**src/verilog/rpc_pkg.sv**
```systemverilog
// Constants and carrier types for the external reset pin controller.
// Assumes one system clock at 200 MHz; the pin is open drain with pull-up.
package rpc_pkg;

    // ------------------------------------------------------------
    // Timing
    // ------------------------------------------------------------
    localparam int unsigned CLK_FREQ_HZ    = 200_000_000;
    // Default oscillator stabilisation wait in microseconds
    localparam int unsigned OSC_WAIT_US    = 100;
    localparam int unsigned OSC_WAIT_CYC   =
        (OSC_WAIT_US * (CLK_FREQ_HZ / 1_000_000));
    // Least low time driven out on a self-made reset, nanoseconds
    localparam int unsigned PULL_LOW_NS    = 1000;
    localparam int unsigned PULL_LOW_CYC   =
        (PULL_LOW_NS * (CLK_FREQ_HZ / 1_000_000) + 999) / 1000;

    // ------------------------------------------------------------
    // Reset values and sync stage count
    // ------------------------------------------------------------
    localparam logic        SHARED_BIT_RST = 1'h1;
    localparam int unsigned SYNC_STAGES    = 3;

    // ------------------------------------------------------------
    // Types
    // ------------------------------------------------------------
    typedef enum logic [1:0] {
        RPC_ST_HELD,
        RPC_ST_WAIT,
        RPC_ST_RUN,
        RPC_ST_PULL
    } rpc_state_e;

    // Reset requests coming from inside the chip
    typedef struct packed {
        logic port_wr;
        logic port_val;
        logic wdt_ovf;
    } rpc_req_s;

    // Status reported to the core
    typedef struct packed {
        logic core_rst_n;
        logic rst_int_start;
        logic pin_level;
        logic shared_bit;
    } rpc_stat_s;

endpackage

```
**src/verilog/rpc_reset_pin.sv**
```systemverilog
// Reset pin controller: synchronises the external reset pin, waits for
// oscillator stabilisation, and pulls the pin low on internal resets.
// Assumes an external pull-up on the pin and core logic on CLK_SYS_I.
// Clock enable low freezes every register, the synchroniser included.
// Internal reset requests are one-cycle pulses from the core.
// OSC_WAIT_CYC must be at least one.
`timescale 1ns/100ps
module rpc_reset_pin #(
    parameter int unsigned OSC_WAIT_CYC = rpc_pkg::OSC_WAIT_CYC
) (
    // Clock, reset, enable
    input  wire logic              CLK_SYS_I,
    input  wire logic              RST_N_I,
    input  wire logic              CE_I,
    // Reset pin, open drain
    input  wire logic              RST_PIN_I,
    output logic                   RST_PIN_O,
    output logic                   RST_PIN_OE_N_O,
    // Requests from core
    input  wire rpc_pkg::rpc_req_s REQ_I,
    // Status to core
    output rpc_pkg::rpc_stat_s     STAT_O
);


    // ------------------------------------------------------------
    // Derived sizes
    // ------------------------------------------------------------
    // Counters sized to reach their last value without wrapping
    // Pull low time is fixed; the wait may differ per instance
    localparam int CW = $clog2(OSC_WAIT_CYC + 1);
    localparam int PW = $clog2(rpc_pkg::PULL_LOW_CYC + 1);
    localparam logic [CW-1:0] WAIT_LAST = CW'(OSC_WAIT_CYC - 1);
    localparam logic [PW-1:0] PULL_LAST = PW'(rpc_pkg::PULL_LOW_CYC - 1);

    // ------------------------------------------------------------
    // Declarations
    // ------------------------------------------------------------
    rpc_pkg::rpc_state_e state_q;
    logic [2:0]          pin_sync_q;
    logic                pin_lvl_q;
    logic                pin_agree;
    logic                shared_bit_q;
    logic                sw_rst;
    logic                self_rst;
    logic [CW-1:0]       wait_q;
    logic [PW-1:0]       pull_q;
    logic                wait_done;
    logic                pull_done;
    logic                pin_pull;
    logic                int_start_q;

    // ------------------------------------------------------------
    // State decode
    // ------------------------------------------------------------
    // Core may run only in this state
    function automatic logic is_run(rpc_pkg::rpc_state_e st);
        return st == rpc_pkg::RPC_ST_RUN;
    endfunction

    function automatic logic is_wait(rpc_pkg::rpc_state_e st);
        return st == rpc_pkg::RPC_ST_WAIT;
    endfunction

    function automatic logic is_pull(rpc_pkg::rpc_state_e st);
        return st == rpc_pkg::RPC_ST_PULL;
    endfunction

    // ------------------------------------------------------------
    // Pin synchroniser
    // ------------------------------------------------------------
    // Three-stage sync
    // Reset low so the first release is always seen as a rise
    always_ff @(posedge CLK_SYS_I or negedge RST_N_I) begin
        if (!RST_N_I) begin
            pin_sync_q <= 3'h0;
        end else if (CE_I) begin
            pin_sync_q <= {pin_sync_q[1:0], RST_PIN_I};
        end
    end

    // One-cycle pin glitches never reach both late stages together
    assign pin_agree = (pin_sync_q[1] == pin_sync_q[2]);

    // Level taken once stages two and three agree
    always_ff @(posedge CLK_SYS_I or negedge RST_N_I) begin
        if (!RST_N_I) begin
            pin_lvl_q <= 1'h0;
        end else if (CE_I && pin_agree) begin
            pin_lvl_q <= pin_sync_q[2];
        end
    end

    // ------------------------------------------------------------
    // Internal reset requests
    // ------------------------------------------------------------
    // Zero written to the shared port bit
    assign sw_rst   = REQ_I.port_wr && !REQ_I.port_val;

    // Requests only count while the core runs
    assign self_rst = is_run(state_q) && (sw_rst || REQ_I.wdt_ovf);

    // ------------------------------------------------------------
    // Shared port bit
    // ------------------------------------------------------------
    // Writing 1 only stores the value
    always_ff @(posedge CLK_SYS_I or negedge RST_N_I) begin
        if (!RST_N_I) begin
            shared_bit_q <= rpc_pkg::SHARED_BIT_RST;
        end else if (CE_I) begin
            if (!is_run(state_q)) begin
                shared_bit_q <= rpc_pkg::SHARED_BIT_RST;
            end else if (REQ_I.port_wr) begin
                shared_bit_q <= REQ_I.port_val;
            end
        end
    end

    // ------------------------------------------------------------
    // Counters
    // ------------------------------------------------------------
    // Last cycle of the oscillator wait
    // Decoded once, shared by sequencer and start pulse
    assign wait_done = is_wait(state_q) && pin_lvl_q
                       && (wait_q == WAIT_LAST);
    assign pull_done = is_pull(state_q) && (pull_q == PULL_LAST);

    // Wait restarts from zero on every entry
    always_ff @(posedge CLK_SYS_I or negedge RST_N_I) begin
        if (!RST_N_I) begin
            wait_q <= '0;
        end else if (CE_I) begin
            if (is_wait(state_q)) begin
                wait_q <= wait_q + CW'(1);
            end else begin
                wait_q <= '0;
            end
        end
    end

    // Low time of a self-made pull
    always_ff @(posedge CLK_SYS_I or negedge RST_N_I) begin
        if (!RST_N_I) begin
            pull_q <= '0;
        end else if (CE_I) begin
            if (is_pull(state_q)) begin
                pull_q <= pull_q + PW'(1);
            end else begin
                pull_q <= '0;
            end
        end
    end

    // ------------------------------------------------------------
    // Sequencer
    // ------------------------------------------------------------
    always_ff @(posedge CLK_SYS_I or negedge RST_N_I) begin
        if (!RST_N_I) begin
            state_q <= rpc_pkg::RPC_ST_HELD;
        end else if (CE_I) begin
            unique case (state_q)
                rpc_pkg::RPC_ST_HELD: begin
                    if (pin_lvl_q) begin
                        state_q <= rpc_pkg::RPC_ST_WAIT;
                    end
                end
                rpc_pkg::RPC_ST_WAIT: begin
                    if (!pin_lvl_q) begin
                        state_q <= rpc_pkg::RPC_ST_HELD;
                    end else if (wait_done) begin
                        state_q <= rpc_pkg::RPC_ST_RUN;
                    end
                end
                rpc_pkg::RPC_ST_RUN: begin
                    // Internal reset sources
                    // Self reset wins over a pin falling the same cycle
                    if (self_rst) begin
                        state_q <= rpc_pkg::RPC_ST_PULL;
                    end else if (!pin_lvl_q) begin
                        state_q <= rpc_pkg::RPC_ST_HELD;
                    end
                end
                rpc_pkg::RPC_ST_PULL: begin
                    // Pin read back low is held until release
                    if (pull_done) begin
                        state_q <= rpc_pkg::RPC_ST_HELD;
                    end
                end
            endcase
        end
    end

    always_ff @(posedge CLK_SYS_I or negedge RST_N_I) begin
        if (!RST_N_I) begin
            int_start_q <= 1'h0;
        end else if (CE_I) begin
            int_start_q <= wait_done;
        end
    end

    // ------------------------------------------------------------
    // Outputs
    // ------------------------------------------------------------
    // Open drain, low only
    assign RST_PIN_O      = 1'b0;
    // Pin also pulled low while the port bit holds 0
    assign pin_pull       = is_pull(state_q) || !shared_bit_q;
    assign RST_PIN_OE_N_O = !pin_pull;

    assign STAT_O.core_rst_n    = is_run(state_q);
    assign STAT_O.rst_int_start = int_start_q;
    assign STAT_O.pin_level     = pin_lvl_q;
    assign STAT_O.shared_bit    = shared_bit_q;

endmodule

```
**config.mk**
```make
export PLATFORM = sky130hd
export DESIGN_NAME = rpc_reset_pin
export DESIGN_NICKNAME = d
export VERILOG_FILES = /design/src/verilog/rpc_pkg.sv /design/src/verilog/rpc_reset_pin.sv
export SDC_FILE = /design/constraint.sdc
export NUM_CORES = 1
export LEC_CHECK = 0
export CORE_MARGIN = 2
export CORE_UTILIZATION = 35
export CTS_CLUSTER_SIZE = 16
export DETAILED_ROUTE_END_ITERATION = 6
export DONT_BUFFER_PORTS = 1
export GPL_TIMING_DRIVEN = 0
export PLACE_DENSITY = 0.51
export RECOVER_POWER = 100
export SYNTH_ARGS = -nofsm -noshare
export SYNTH_HDL_FRONTEND = slang
export SYNTH_SLANG_ARGS = --single-unit
```
**constraint.sdc**
```tcl
create_clock -name CLK_SYS_I -period 1.5 [get_ports CLK_SYS_I]
set_input_delay 0 -clock CLK_SYS_I [delete_from_list [all_inputs] [get_ports CLK_SYS_I]]
set_output_delay 0 -clock CLK_SYS_I [all_outputs]
set_load 0.02 [all_outputs]
```
==> results of run 1 <==
worst max-delay path: stages (launching register included):
cell	delay, ps
dfrtp_2	470
or3_4	390
o311a_1	140
o211ai_1	110
mux2_2	350
timing repair:
action | 4_1_cts | 5_1_grt
resized for setup | 4 | 20
hold buffers | 5 | 0
setup endpoints to repair | 7 | 7
endpoints found under the hold margin | 34 | 0
pin swaps | 1 | 5
setup buffers | 2 | 11
layout make-up:
cell class / count / area, um2
inverters: 5 / 18.8
clock inverters: 1 / 5.00
multi-input cells: 130 / 923
plain buffers: 9 / 52.6
clock buffers: 7 / 76.3
well taps: 54 / 67.6
flip-flops and latches: 31 / 785
fillers: 457 / 2610
repair buffers: 18 / 150
state kept, by name, indices dropped and copies added (netlist names):
signal	count
state_q	2
pin_sync_q	3
int_start_q	1
shared_bit_q	1
pin_lvl_q	1
wait_q	15
pull_q	8
logic make-up after synthesis:
logic type,synth area share (%)
AND/OR/NAND/NOR,25.1
AO/OA/AOI/OAI,14.5
flip-flops,46.0
buffers and inverters,4.52
multiplexers,5.04
XOR/XNOR,3.11
adder cells (fa/ha/maj),1.48
other,0.222
Yosys cell counts (3+ instances only):
cell / instances / area [um2]
inv_1: 5 / 18.8
nand2_1: 17 / 63.8
nand3_1: 12 / 60.1
o21ai_0: 11 / 55.1
nand2b_1: 3 / 18.8
nand4_1: 5 / 31.3
mux2i_1: 4 / 40.0
and2_1: 3 / 18.8
or4_1: 3 / 22.5
dfrtp_1: 30 / 751
a21oi_1: 9 / 45.0
xnor2_1: 4 / 35.0
mux2_2: 4 / 45.0
nor3_1: 3 / 15.0
clkbuf_1: 3 / 11.3
nor2_1: 9 / 33.8
buf_4: 4 / 30.0
o31ai_1: 4 / 30.0
metal layers:
metal | global-route usage, % | share of wire [%] | vias to the layer above
met4 | 5.25 | 1.1 | 0
met2 | 22.4 | 48 | 16
met1 | 19.6 | 48 | 659
met5 | 0 | 0 | -
met3 | 4.12 | 2.2 | 5
li1 | - | - | 683
layout by cell type, fill, tap and decap left out, types with 5 or more instances in the layout:
master,netlist,routed
buf_4,4,14
nand2_1,17,17
nand3_1,12,12
a21oi_1,9,8
inv_1,5,5
o21ai_0,11,11
nor2_1,9,9
clkbuf_1,3,7
clkbuf_8,0,5
dfrtp_2,0,6
nand4_1,5,5
dfrtp_1,30,24
stage by stage:
stage               instances  hold WS (ps)  setup WS (ps)  TNS, ps
global placement          229          -295           -219     -319
floorplan                 175          -296          -22.3    -22.3
detailed placement        229          -294           -229     -345
global route              255          42.6           -132     -374
finish                    255          27.5          -76.0    -92.6
CTS                       244          9.38           -150     -336
worst max-delay path by stage:
| stage | end | cells after the start |
|---|---|---|
| after floorplan | state_q[0]$_DFFE_PN0P_ | 5 |
| final | state_q[0]$_DFFE_PN0P_ | 4 |
| after global placement | state_q[0]$_DFFE_PN0P_ | 5 |
| after CTS | state_q[0]$_DFFE_PN0P_ | 4 |
| after global routing | state_q[0]$_DFFE_PN0P_ | 4 |
| after detailed placement | state_q[0]$_DFFE_PN0P_ | 5 |
where the power goes:
group	leakage, nW	total [mW]	internal [mW]	switching, mW
clock network	0.0422	0.638	0.325	0.313
registers	0.409	1.00	0.906	0.0964
logic	0.372	0.475	0.242	0.233
==> key figures, run 1 <==
Outcome
  – Status: complete, but fails checks
  – Violated checks: setup timing

Placement
  – DP Area: approximately 0.0018 mm2
  – Hpwl dp: 2420 um
  – Placer Congestion: 0.854
  – Port Buffers: 0

Detailed routing
  – WL/cell: 14.8 um
  – Drt total wl: approximately 3800 um
  – Vias per cell: 5.35
  – Antenna Nets Post-Route: 0
  – DRC Markers: 0
  – Drt initial violations: 43
  – Vias: 1363
  – Detailed Routing Iterations Pass 1: 4

Hold path
  – Min-Delay Path Depth: 3
  – Worst Hold Class: input port to register
  – Hold Startpoint: REQ_I[2]
  – Hold Path End: shared_bit_q$_DFFE_PN1P_

Die
  – Die Width: 73.4 um
  – Die height: 73.4 um
  – Core Area: 0.00469 mm2
  – Row count: 25
  – Io pins: 13
  – Initial Utilization: 36.0%
  – Full die area: 0.00539 mm2

STA
  – Worst Setup Slack, final: -76.0 ps
  – Max-slew headroom: a little under half
  – Fmax: 635 MHz
  – Worst Max-Slew Pin Slew: 807 ps
  – RSZ-0062 raised after global routing: yes
  – Period Utilization, post-route: 105%
  – Endpoints failing setup: 2
  – Layout Skew: roughly 9.2 ps
  – Min Clock Period, post-route: 1580 ps
  – Final Max Tran Viols: 0
  – Final Hold Violating Endpoints: 0

Clocking
  – CTS sink cnt: 31
  – Clock transition at path regs: 70 ps
  – Clock buffer depth: 2
  – CTS tree: built
  – Root buf cell: clkbuf_8
  – Worst-skew pair later-pin latency: 280 ps
  – CTS Buf Count: 5
  – Htree depth: 2

Worst setup path
  – Crit Reg-Reg Endpoint: state_q[0]$_DFFE_PN0P_
  – CP endpoint kind: register
  – Crit Path Max Fanout: 10
  – Worst r2r path cells: 4
  – WP data required: 1670 ps
  – Crit path DAT: 1750 ps
  – Setup Crit Path Kind: register to register
  – FF-to-FF Start: state_q[0]$_DFFE_PN0P_
  – Reg2reg setup slack: -80 ps
  – Critical Path Source Type: register
  – Worst setup path start: state_q[0]$_DFFE_PN0P_

Logic synthesis
  – Async SR Flop Fraction: 100%
  – Post-Syn Area: approximately 0.0017 mm2
  – Most used flip-flop cell after synthesis: dfrtp_1
  – Yosys cell types: 50
  – Post-synth net total: 184
  – Sequential share of the synthesized area: between 40% and 50%
  – Post-synth EDFFs: 0
  – Synth Warn #: 0
  – Syn Area/Cell: 9.64 um2
  – Synth Instances: 175
  – #FFs+latches synth: 31

Power and ir drop
  – IR drop worst, VDD: 0.466 mV
  – Total design power: 2.12 mW
  – Pwr per Cell Area: 1020 mW/mm2
  – Leakage Power: 0.823 nW

Global routing
  – Vias in the first global route: 1297
  – First-pass GRT wire length: approximately 6000 um
  – Initial antenna violation count: 0
  – Grt ovf: 0
  – Total GRT Usage: 14.6%
  – Largest net degree at the start of global routing: 32

Cells and area
  – Area growth syn-to-layout: 23.1%
  – Util after Layout: 44.3%
  – Share of cells above drive strength 1: 27.4%
  – Nets: roughly 210
  – Design area: ~0.0021 mm2
  – N_diodes: 0

Run
  – Max-Cap Viols: 0
(Power assumes the default switching activity.)
==> run 2, diff against run 1 <==
--- a/config.mk
+++ b/config.mk
@@ -5,13 +5,15 @@
 export SDC_FILE = /design/constraint.sdc
 export NUM_CORES = 1
 export LEC_CHECK = 0
+export CELL_PAD_IN_SITES_DETAIL_PLACEMENT = 1
+export CELL_PAD_IN_SITES_GLOBAL_PLACEMENT = 1
 export CORE_MARGIN = 2
 export CORE_UTILIZATION = 35
 export CTS_CLUSTER_SIZE = 16
 export DETAILED_ROUTE_END_ITERATION = 6
 export DONT_BUFFER_PORTS = 1
 export GPL_TIMING_DRIVEN = 0
-export PLACE_DENSITY = 0.51
+export PLACE_DENSITY = 0.62
 export RECOVER_POWER = 100
 export SYNTH_ARGS = -nofsm -noshare
 export SYNTH_HDL_FRONTEND = slang
==> run 2 against run 1 <==
The flow still finishes with violations (setup timing); sequential share of layout area is 0.11 points higher; critical path depth is 1 higher; register-to-register slack worse by 30 ps; critical endpoint unchanged.
==> key figures, run 2 (synthesis results as in run 1) <==
Worst setup path
  – Crit Path Max Fanout: 3
  – Crit path DAT: 1770 ps
  – Critical Path Source Type: register
  – CP endpoint kind: register
  – FF-to-FF Start: pull_q[0]$_DFFE_PN0P_
  – Worst r2r path cells: 5
  – Setup Crit Path Kind: register to register
  – Crit Reg-Reg Endpoint: state_q[0]$_DFFE_PN0P_
  – Reg2reg setup slack: -110 ps
  – WP data required: 1660 ps

Clocking
  – CTS sink cnt: 31
  – Clock buffer depth: 2
  – CTS Buf Count: 5
  – CTS tree: built
  – Clock transition at path regs: 70 ps
  – Root buf cell: clkbuf_8
  – Worst-skew pair later-pin latency: around 280 ps
  – Htree depth: 2

Power and ir drop
  – IR drop worst, VDD: around 0.57 mV
  – Pwr per Cell Area: between 1000 and 1500 mW/mm2
  – Leakage Power: between 0.8 and 0.9 nW

Placement
  – DP Area: 0.00176 mm2
  – Port Buffers: 0
  – Hpwl dp: 2860 um
  – Placer Congestion: 0.797
  – DP Worst Slack: -300 ps

Die
  – Die Width: 73.4 um
  – Full die area: 0.00539 mm2
  – Initial Utilization: 36.0%
  – Row count: 25
  – Io pins: 13
  – Core Area: 0.00469 mm2
  – Die height: 73.4 um

Cells and area
  – Max reg flops: 15
  – Most flops, register: wait_q
  – Nets: 206
  – Design area: 0.00207 mm2
  – Most frequent cells in the layout: dfrtp_1, nand2_1, o21ai_0, nand3_1, buf_4
  – Area growth syn-to-layout: 22.4%
  – N_diodes: 0
  – Top flop regs: wait_q: 15 flops, pull_q: 8 flops, pin_sync_q: 3 flops
  – Commonest non-fill, non-tap cell in the layout: dfrtp_1
  – Share of cells above drive strength 1: about a quarter

Global routing
  – Vias in the first global route: 1508
  – Global Route met2 Usage: a little under a third
  – GR Util met1: 22.3%
  – Grt ovf: 0
  – Gr busiest metal: met2
  – Total GRT Usage: ~18%
  – Largest net degree at the start of global routing: 32
  – Met3 Resource Use GR: about 4.8%
  – First-pass GRT wire length: 7330 um
  – Initial antenna violation count: 0

Detailed routing
  – Vias: about 1400
  – DRC Markers: 0
  – Detailed Routing Iterations Pass 1: 4
  – Antenna Nets Post-Route: 0
  – Drt initial violations: 48
  – WL/cell: 17.2 um
  – Vias per cell: around 5.6
  – Drt total wl: 4340 um

Hold path
  – Min-Delay Path Depth: 3
  – Hold Startpoint: REQ_I[2]
  – Hold Path End: shared_bit_q$_DFFE_PN1P_
  – Worst Hold Class: input port to register

STA
  – Min Clock Period, post-route: 1610 ps
  – Worst Setup Slack, final: -110 ps
  – Period Utilization, post-route: 107%
  – Max-slew headroom: 46.2%
  – RSZ-0062 raised after global routing: yes
  – Fin Setup TNS: -257 ps
  – Final Max Tran Viols: 0
  – Endpoints failing setup: 4
  – Worst Max-Slew Pin Slew: 807 ps
  – Final Hold Violating Endpoints: 0
  – Layout Skew: 4.66 ps
  – Fmax: ~620 MHz

Run
  – Max-Cap Viols: 0

Outcome
  – Status: complete, but fails checks
  – Violated checks: setup timing
-- run 2: cell types whose count changed in the layout (fill, tap and decap cells not counted), moves of 2 or more --
cell | before | now
clkbuf_8 | 5 | 7
nand3_2 | 0 | 3
dfrtp_1 | 24 | 26
buf_4 | 14 | 10
dfrtp_2 | 6 | 4
nand3_1 | 12 | 10
-- run 2: where the power goes --
part	switching (mW)	internal [mW]
sequential	0.0994	0.904
clock	0.309	0.419
combinational	0.248	0.239
total	0.656	1.56
-- run 2: worst max-delay path by stage --
stage | slack (ps) | cells past startpoint | from | endpoint
global placement | -270 | 5 | wait_q[0]$_DFFE_PN0P_ | state_q[0]$_DFFE_PN0P_
finish | -110 | 5 | pull_q[0]$_DFFE_PN0P_ | state_q[0]$_DFFE_PN0P_
detailed placement | -300 | 5 | wait_q[0]$_DFFE_PN0P_ | state_q[0]$_DFFE_PN0P_
floorplan | -20 | 5 | wait_q[0]$_DFFE_PN0P_ | state_q[0]$_DFFE_PN0P_
CTS | -150 | 4 | wait_q[8]$_DFFE_PN0P_ | state_q[0]$_DFFE_PN0P_
global route | -190 | 5 | pull_q[0]$_DFFE_PN0P_ | state_q[0]$_DFFE_PN0P_
-- run 2: metrics by stage --
step / cells / hold WS (ps) / util, % / power (mW)
4_1_cts: 245 / 41.4 / 42.2 / 2.16
3_5_place_dp: 229 / -294 / 37.6 / 1.39
3_3_place_gp: 229 / -294 / 37.6 / 1.37
5_1_grt: 252 / 59.5 / 44.0 / 2.35
2_1_floorplan: 175 / -296 / - / 1.29
6_report: 252 / 53.2 / 44.0 / 2.22
-- run 2: final cells by class --
cell class                      count  area [um2]
Multi-Input combinational cell    130         926
Fill cell                         527        2630
Inverter                            5        18.8
Tap cell                           54        67.6
Timing Repair Buffer               15         123
Clock buffer                        8         100
Sequential cell                    31         782
Buffer                              9        48.8
-- run 2: worst max-delay path, stage by stage, from the launching register on --
cell	delay, ps
dfrtp_1	420
ha_4	160
nand4_1	100
o41ai_2	360
o211ai_1	170
mux2_2	290
-- run 2: timing repair --
action / CTS / global route
endpoints found under the hold margin: 33 / 0
pin swaps: 2 / 7
gates resized for setup: 9 / 14
gates cloned: 0 / 0
hold buffers: 4 / 0
endpoints found under the setup margin: 8 / 10
buffers inserted: 4 / 7
-- run 2: routing by layer --
metal,up-vias,wire length [um]
met3,8,123
met5,-,0
met2,17,2160
met1,703,2000
li1,675,-
met4,0,55
==> run 3, diff against run 2 <==
--- a/config.mk
+++ b/config.mk
@@ -5,15 +5,12 @@
 export SDC_FILE = /design/constraint.sdc
 export NUM_CORES = 1
 export LEC_CHECK = 0
-export CELL_PAD_IN_SITES_DETAIL_PLACEMENT = 1
-export CELL_PAD_IN_SITES_GLOBAL_PLACEMENT = 1
 export CORE_MARGIN = 2
 export CORE_UTILIZATION = 35
 export CTS_CLUSTER_SIZE = 16
 export DETAILED_ROUTE_END_ITERATION = 6
 export DONT_BUFFER_PORTS = 1
 export GPL_TIMING_DRIVEN = 0
-export PLACE_DENSITY = 0.62
 export RECOVER_POWER = 100
 export SYNTH_ARGS = -nofsm -noshare
 export SYNTH_HDL_FRONTEND = slang
==> run 3 against run 2 <==
The flow still finishes with violations (setup timing); register-to-register slack worse by 30 ps; sequential power hardly changed; global-route usage decreased by 2.8 points; via count shrank 2.1%; cell count up 1.2%; clock power is 8.0% lower; count of clock-buffer cells in the layout is 3 lower; total power decreased by 4.0%; highest routed layer unchanged; design area is 0.18% lower; routed wire length down 14%; hold slack worse by 14 ps; utilization is 0.080 points lower.
==> key figures, run 3 (synthesis results as in run 1) <==
Power and ir drop
  – Cell Int Power: 1.46 mW
  – Pwr per Cell Area: 1030 mW/mm2
  – IR drop worst, VDD: 0.678 mV
  – Clock Power Share: 31.5%
  – Logic pwr share: 21.7%
  – Leakage Power: between 0.8 and 0.9 nW
  – Part of the power in registers: between 40 and 50%
  – Switch share: about a third
  – NetSw: 673 uW

Detailed routing
  – Antenna Nets Post-Route: 0
  – Vias: 1374
  – DR top layer: met4
  – WL/cell: about 15 um
  – Metal2 WL: ~1800 um
  – Drt initial violations: 51
  – Met3 Wirelength: around 100 um
  – DRC Markers: 0
  – Detailed Routing Iterations Pass 1: 4
  – Drt total wl: 3710 um
  – Met1 Wirelength: 1760 um
  – Vias per cell: 5.39

Cells and area
  – Top flop regs: wait_q: 15 flops, pull_q: 8 flops, pin_sync_q: 3 flops
  – N_diodes: 0
  – Area growth syn-to-layout: 22.2%
  – Util after Layout: 43.9%
  – Nets: between 200 and 250
  – Max reg flops: 15
  – Most frequent cells in the layout: dfrtp_1, nand2_1, buf_4, nand3_1, o21ai_0
  – Share of cells above drive strength 1: 22.4%
  – Design area: 0.00206 mm2
  – Commonest non-fill, non-tap cell in the layout: dfrtp_1
  – Most flops, register: wait_q

Worst setup path
  – Setup Crit Path Kind: register to register
  – Crit path DAT: 1820 ps
  – Critical Path Source Type: register
  – CP endpoint kind: register
  – WP data required: 1680 ps
  – FF-to-FF Start: wait_q[1]$_DFFE_PN0P_
  – Worst setup path start: wait_q[1]$_DFFE_PN0P_
  – Crit Path Max Fanout: 3

Global routing
  – Largest net degree at the start of global routing: 32
  – Total GRT Usage: 15.1%
  – Grt ovf: 0
  – Vias in the first global route: 1220
  – First-pass GRT wire length: 6130 um
  – Initial antenna violation count: 0

STA
  – Final Hold Violating Endpoints: 0
  – Fin Setup TNS: -233 ps
  – Endpoints failing setup: 2
  – Fmax: 611 MHz
  – Final Max Tran Viols: 0
  – Period Utilization, post-route: 109%
  – Max-slew headroom: 48.3%
  – Worst Setup Slack, final: -138 ps
  – Min Clock Period, post-route: 1640 ps
  – Min Hold Slack: a little under 40 ps
  – Layout Skew: 8.08 ps
  – RSZ-0062 raised after global routing: yes
  – Worst Max-Slew Pin Slew: ~780 ps

Outcome
  – Violated checks: setup timing
  – Status: complete, but fails checks

Run
  – Max-Cap Viols: 0

Die
  – Die Width: approximately 73 um
  – Core Area: between 0.004 and 0.005 mm2
  – Io pins: 13
  – Full die area: 0.00539 mm2
  – Row count: 25
  – Initial Utilization: 36.0%
  – Die height: between 70 and 80 um

Clocking
  – Clock transition at path regs: 80 ps
  – Clock buffer depth: 2
  – Worst-skew pair later-pin latency: 300 ps
  – Root buf cell: clkbuf_8
  – Htree depth: 2
  – CTS tree: built
  – CTS Buf Count: 5
  – CTS sink cnt: 31

Hold path
  – Worst Hold Class: input port to register
  – Hold Startpoint: REQ_I[0]

Placement
  – DP Worst Slack: -287 ps
  – DP Area: roughly 0.0018 mm2
  – Port Buffers: 0
  – Hpwl dp: 2280 um
  – Placer Congestion: ~0.79
-- run 3: changes by cell type in the layout (fill, tap and decap cells not counted), sizes merged --
| cell | previous run | this run |
|---|---|---|
| clkinvlp | 0 | 2 |
| dlygate4sd3 | 3 | 4 |
| buf | 13 | 14 |
| clkinv | 0 | 1 |
| clkbuf | 16 | 14 |
-- run 3: power by group through the flow --
stage	Clock (mW)	Combinational (mW)	Sequential (mW)
after floorplan	0	0.310	0.983
after global placement	0	0.359	1.01
after detailed placement	0	0.369	1.01
after CTS	0.700	0.408	0.993
after global routing	0.720	0.516	1.01
final	0.670	0.461	0.997
-- run 3: final timing paths --
| check | to | depth (start not counted) | slack, ps |
|---|---|---|---|
| worst min register to register | pin_lvl_q$_DFFE_PN0P_ | 2 | 490 |
| max in group asynchronous | wait_q[2]$_DFFE_PN0P_ | 2 | 610 |
| worst max-delay path | state_q[0]$_DFFE_PN0P_ | 5 | -140 |
| worst min-delay path | state_q[1]$_DFFE_PN0P_ | 2 | 40 |
| worst max register to register | state_q[0]$_DFFE_PN0P_ | 5 | -140 |
| min in group asynchronous | pull_q[5]$_DFFE_PN0P_ | 2 | 350 |
-- run 3: repair_timing --
item	4_1_cts	5_1_grt
endpoints found under the setup margin	5	9
hold endpoints to repair	33	0
hold buffers	5	0
setup buffers	3	10
pin swaps	3	5
resized for setup	5	9
-- run 3: metrics by stage --
step / power [mW] / instances
3_3_place_gp: 1.36 / 229
2_1_floorplan: 1.29 / 175
5_1_grt: 2.25 / 255
6_report: 2.13 / 255
4_1_cts: 2.10 / 245
3_5_place_dp: 1.37 / 229
-- run 3: area by class of cell --
cell class / count / area [um2]
multi-input combinational: 130 / 917
buffer: 9 / 48.8
clock inverter: 3 / 20.0
tap: 54 / 67.6
fill: 472 / 2630
sequential: 31 / 778
inverter: 5 / 18.8
clock buffer: 5 / 68.8
timing repair buffer: 18 / 143
-- run 3: critical path: stages, from the launching register on --
cell       delay [ps]
dfrtp_1           420
ha_4              170
nand4bb_1         140
nor4_4            360
o211ai_1          130
mux2_2            290
-- run 3: metal layers --
layer / track usage [%] / vias to the layer above
met5: 0 / -
met4: 6.67 / 0
met3: 4.53 / 6
met2: 22.1 / 16
met1: 20.5 / 670
li1: - / 682
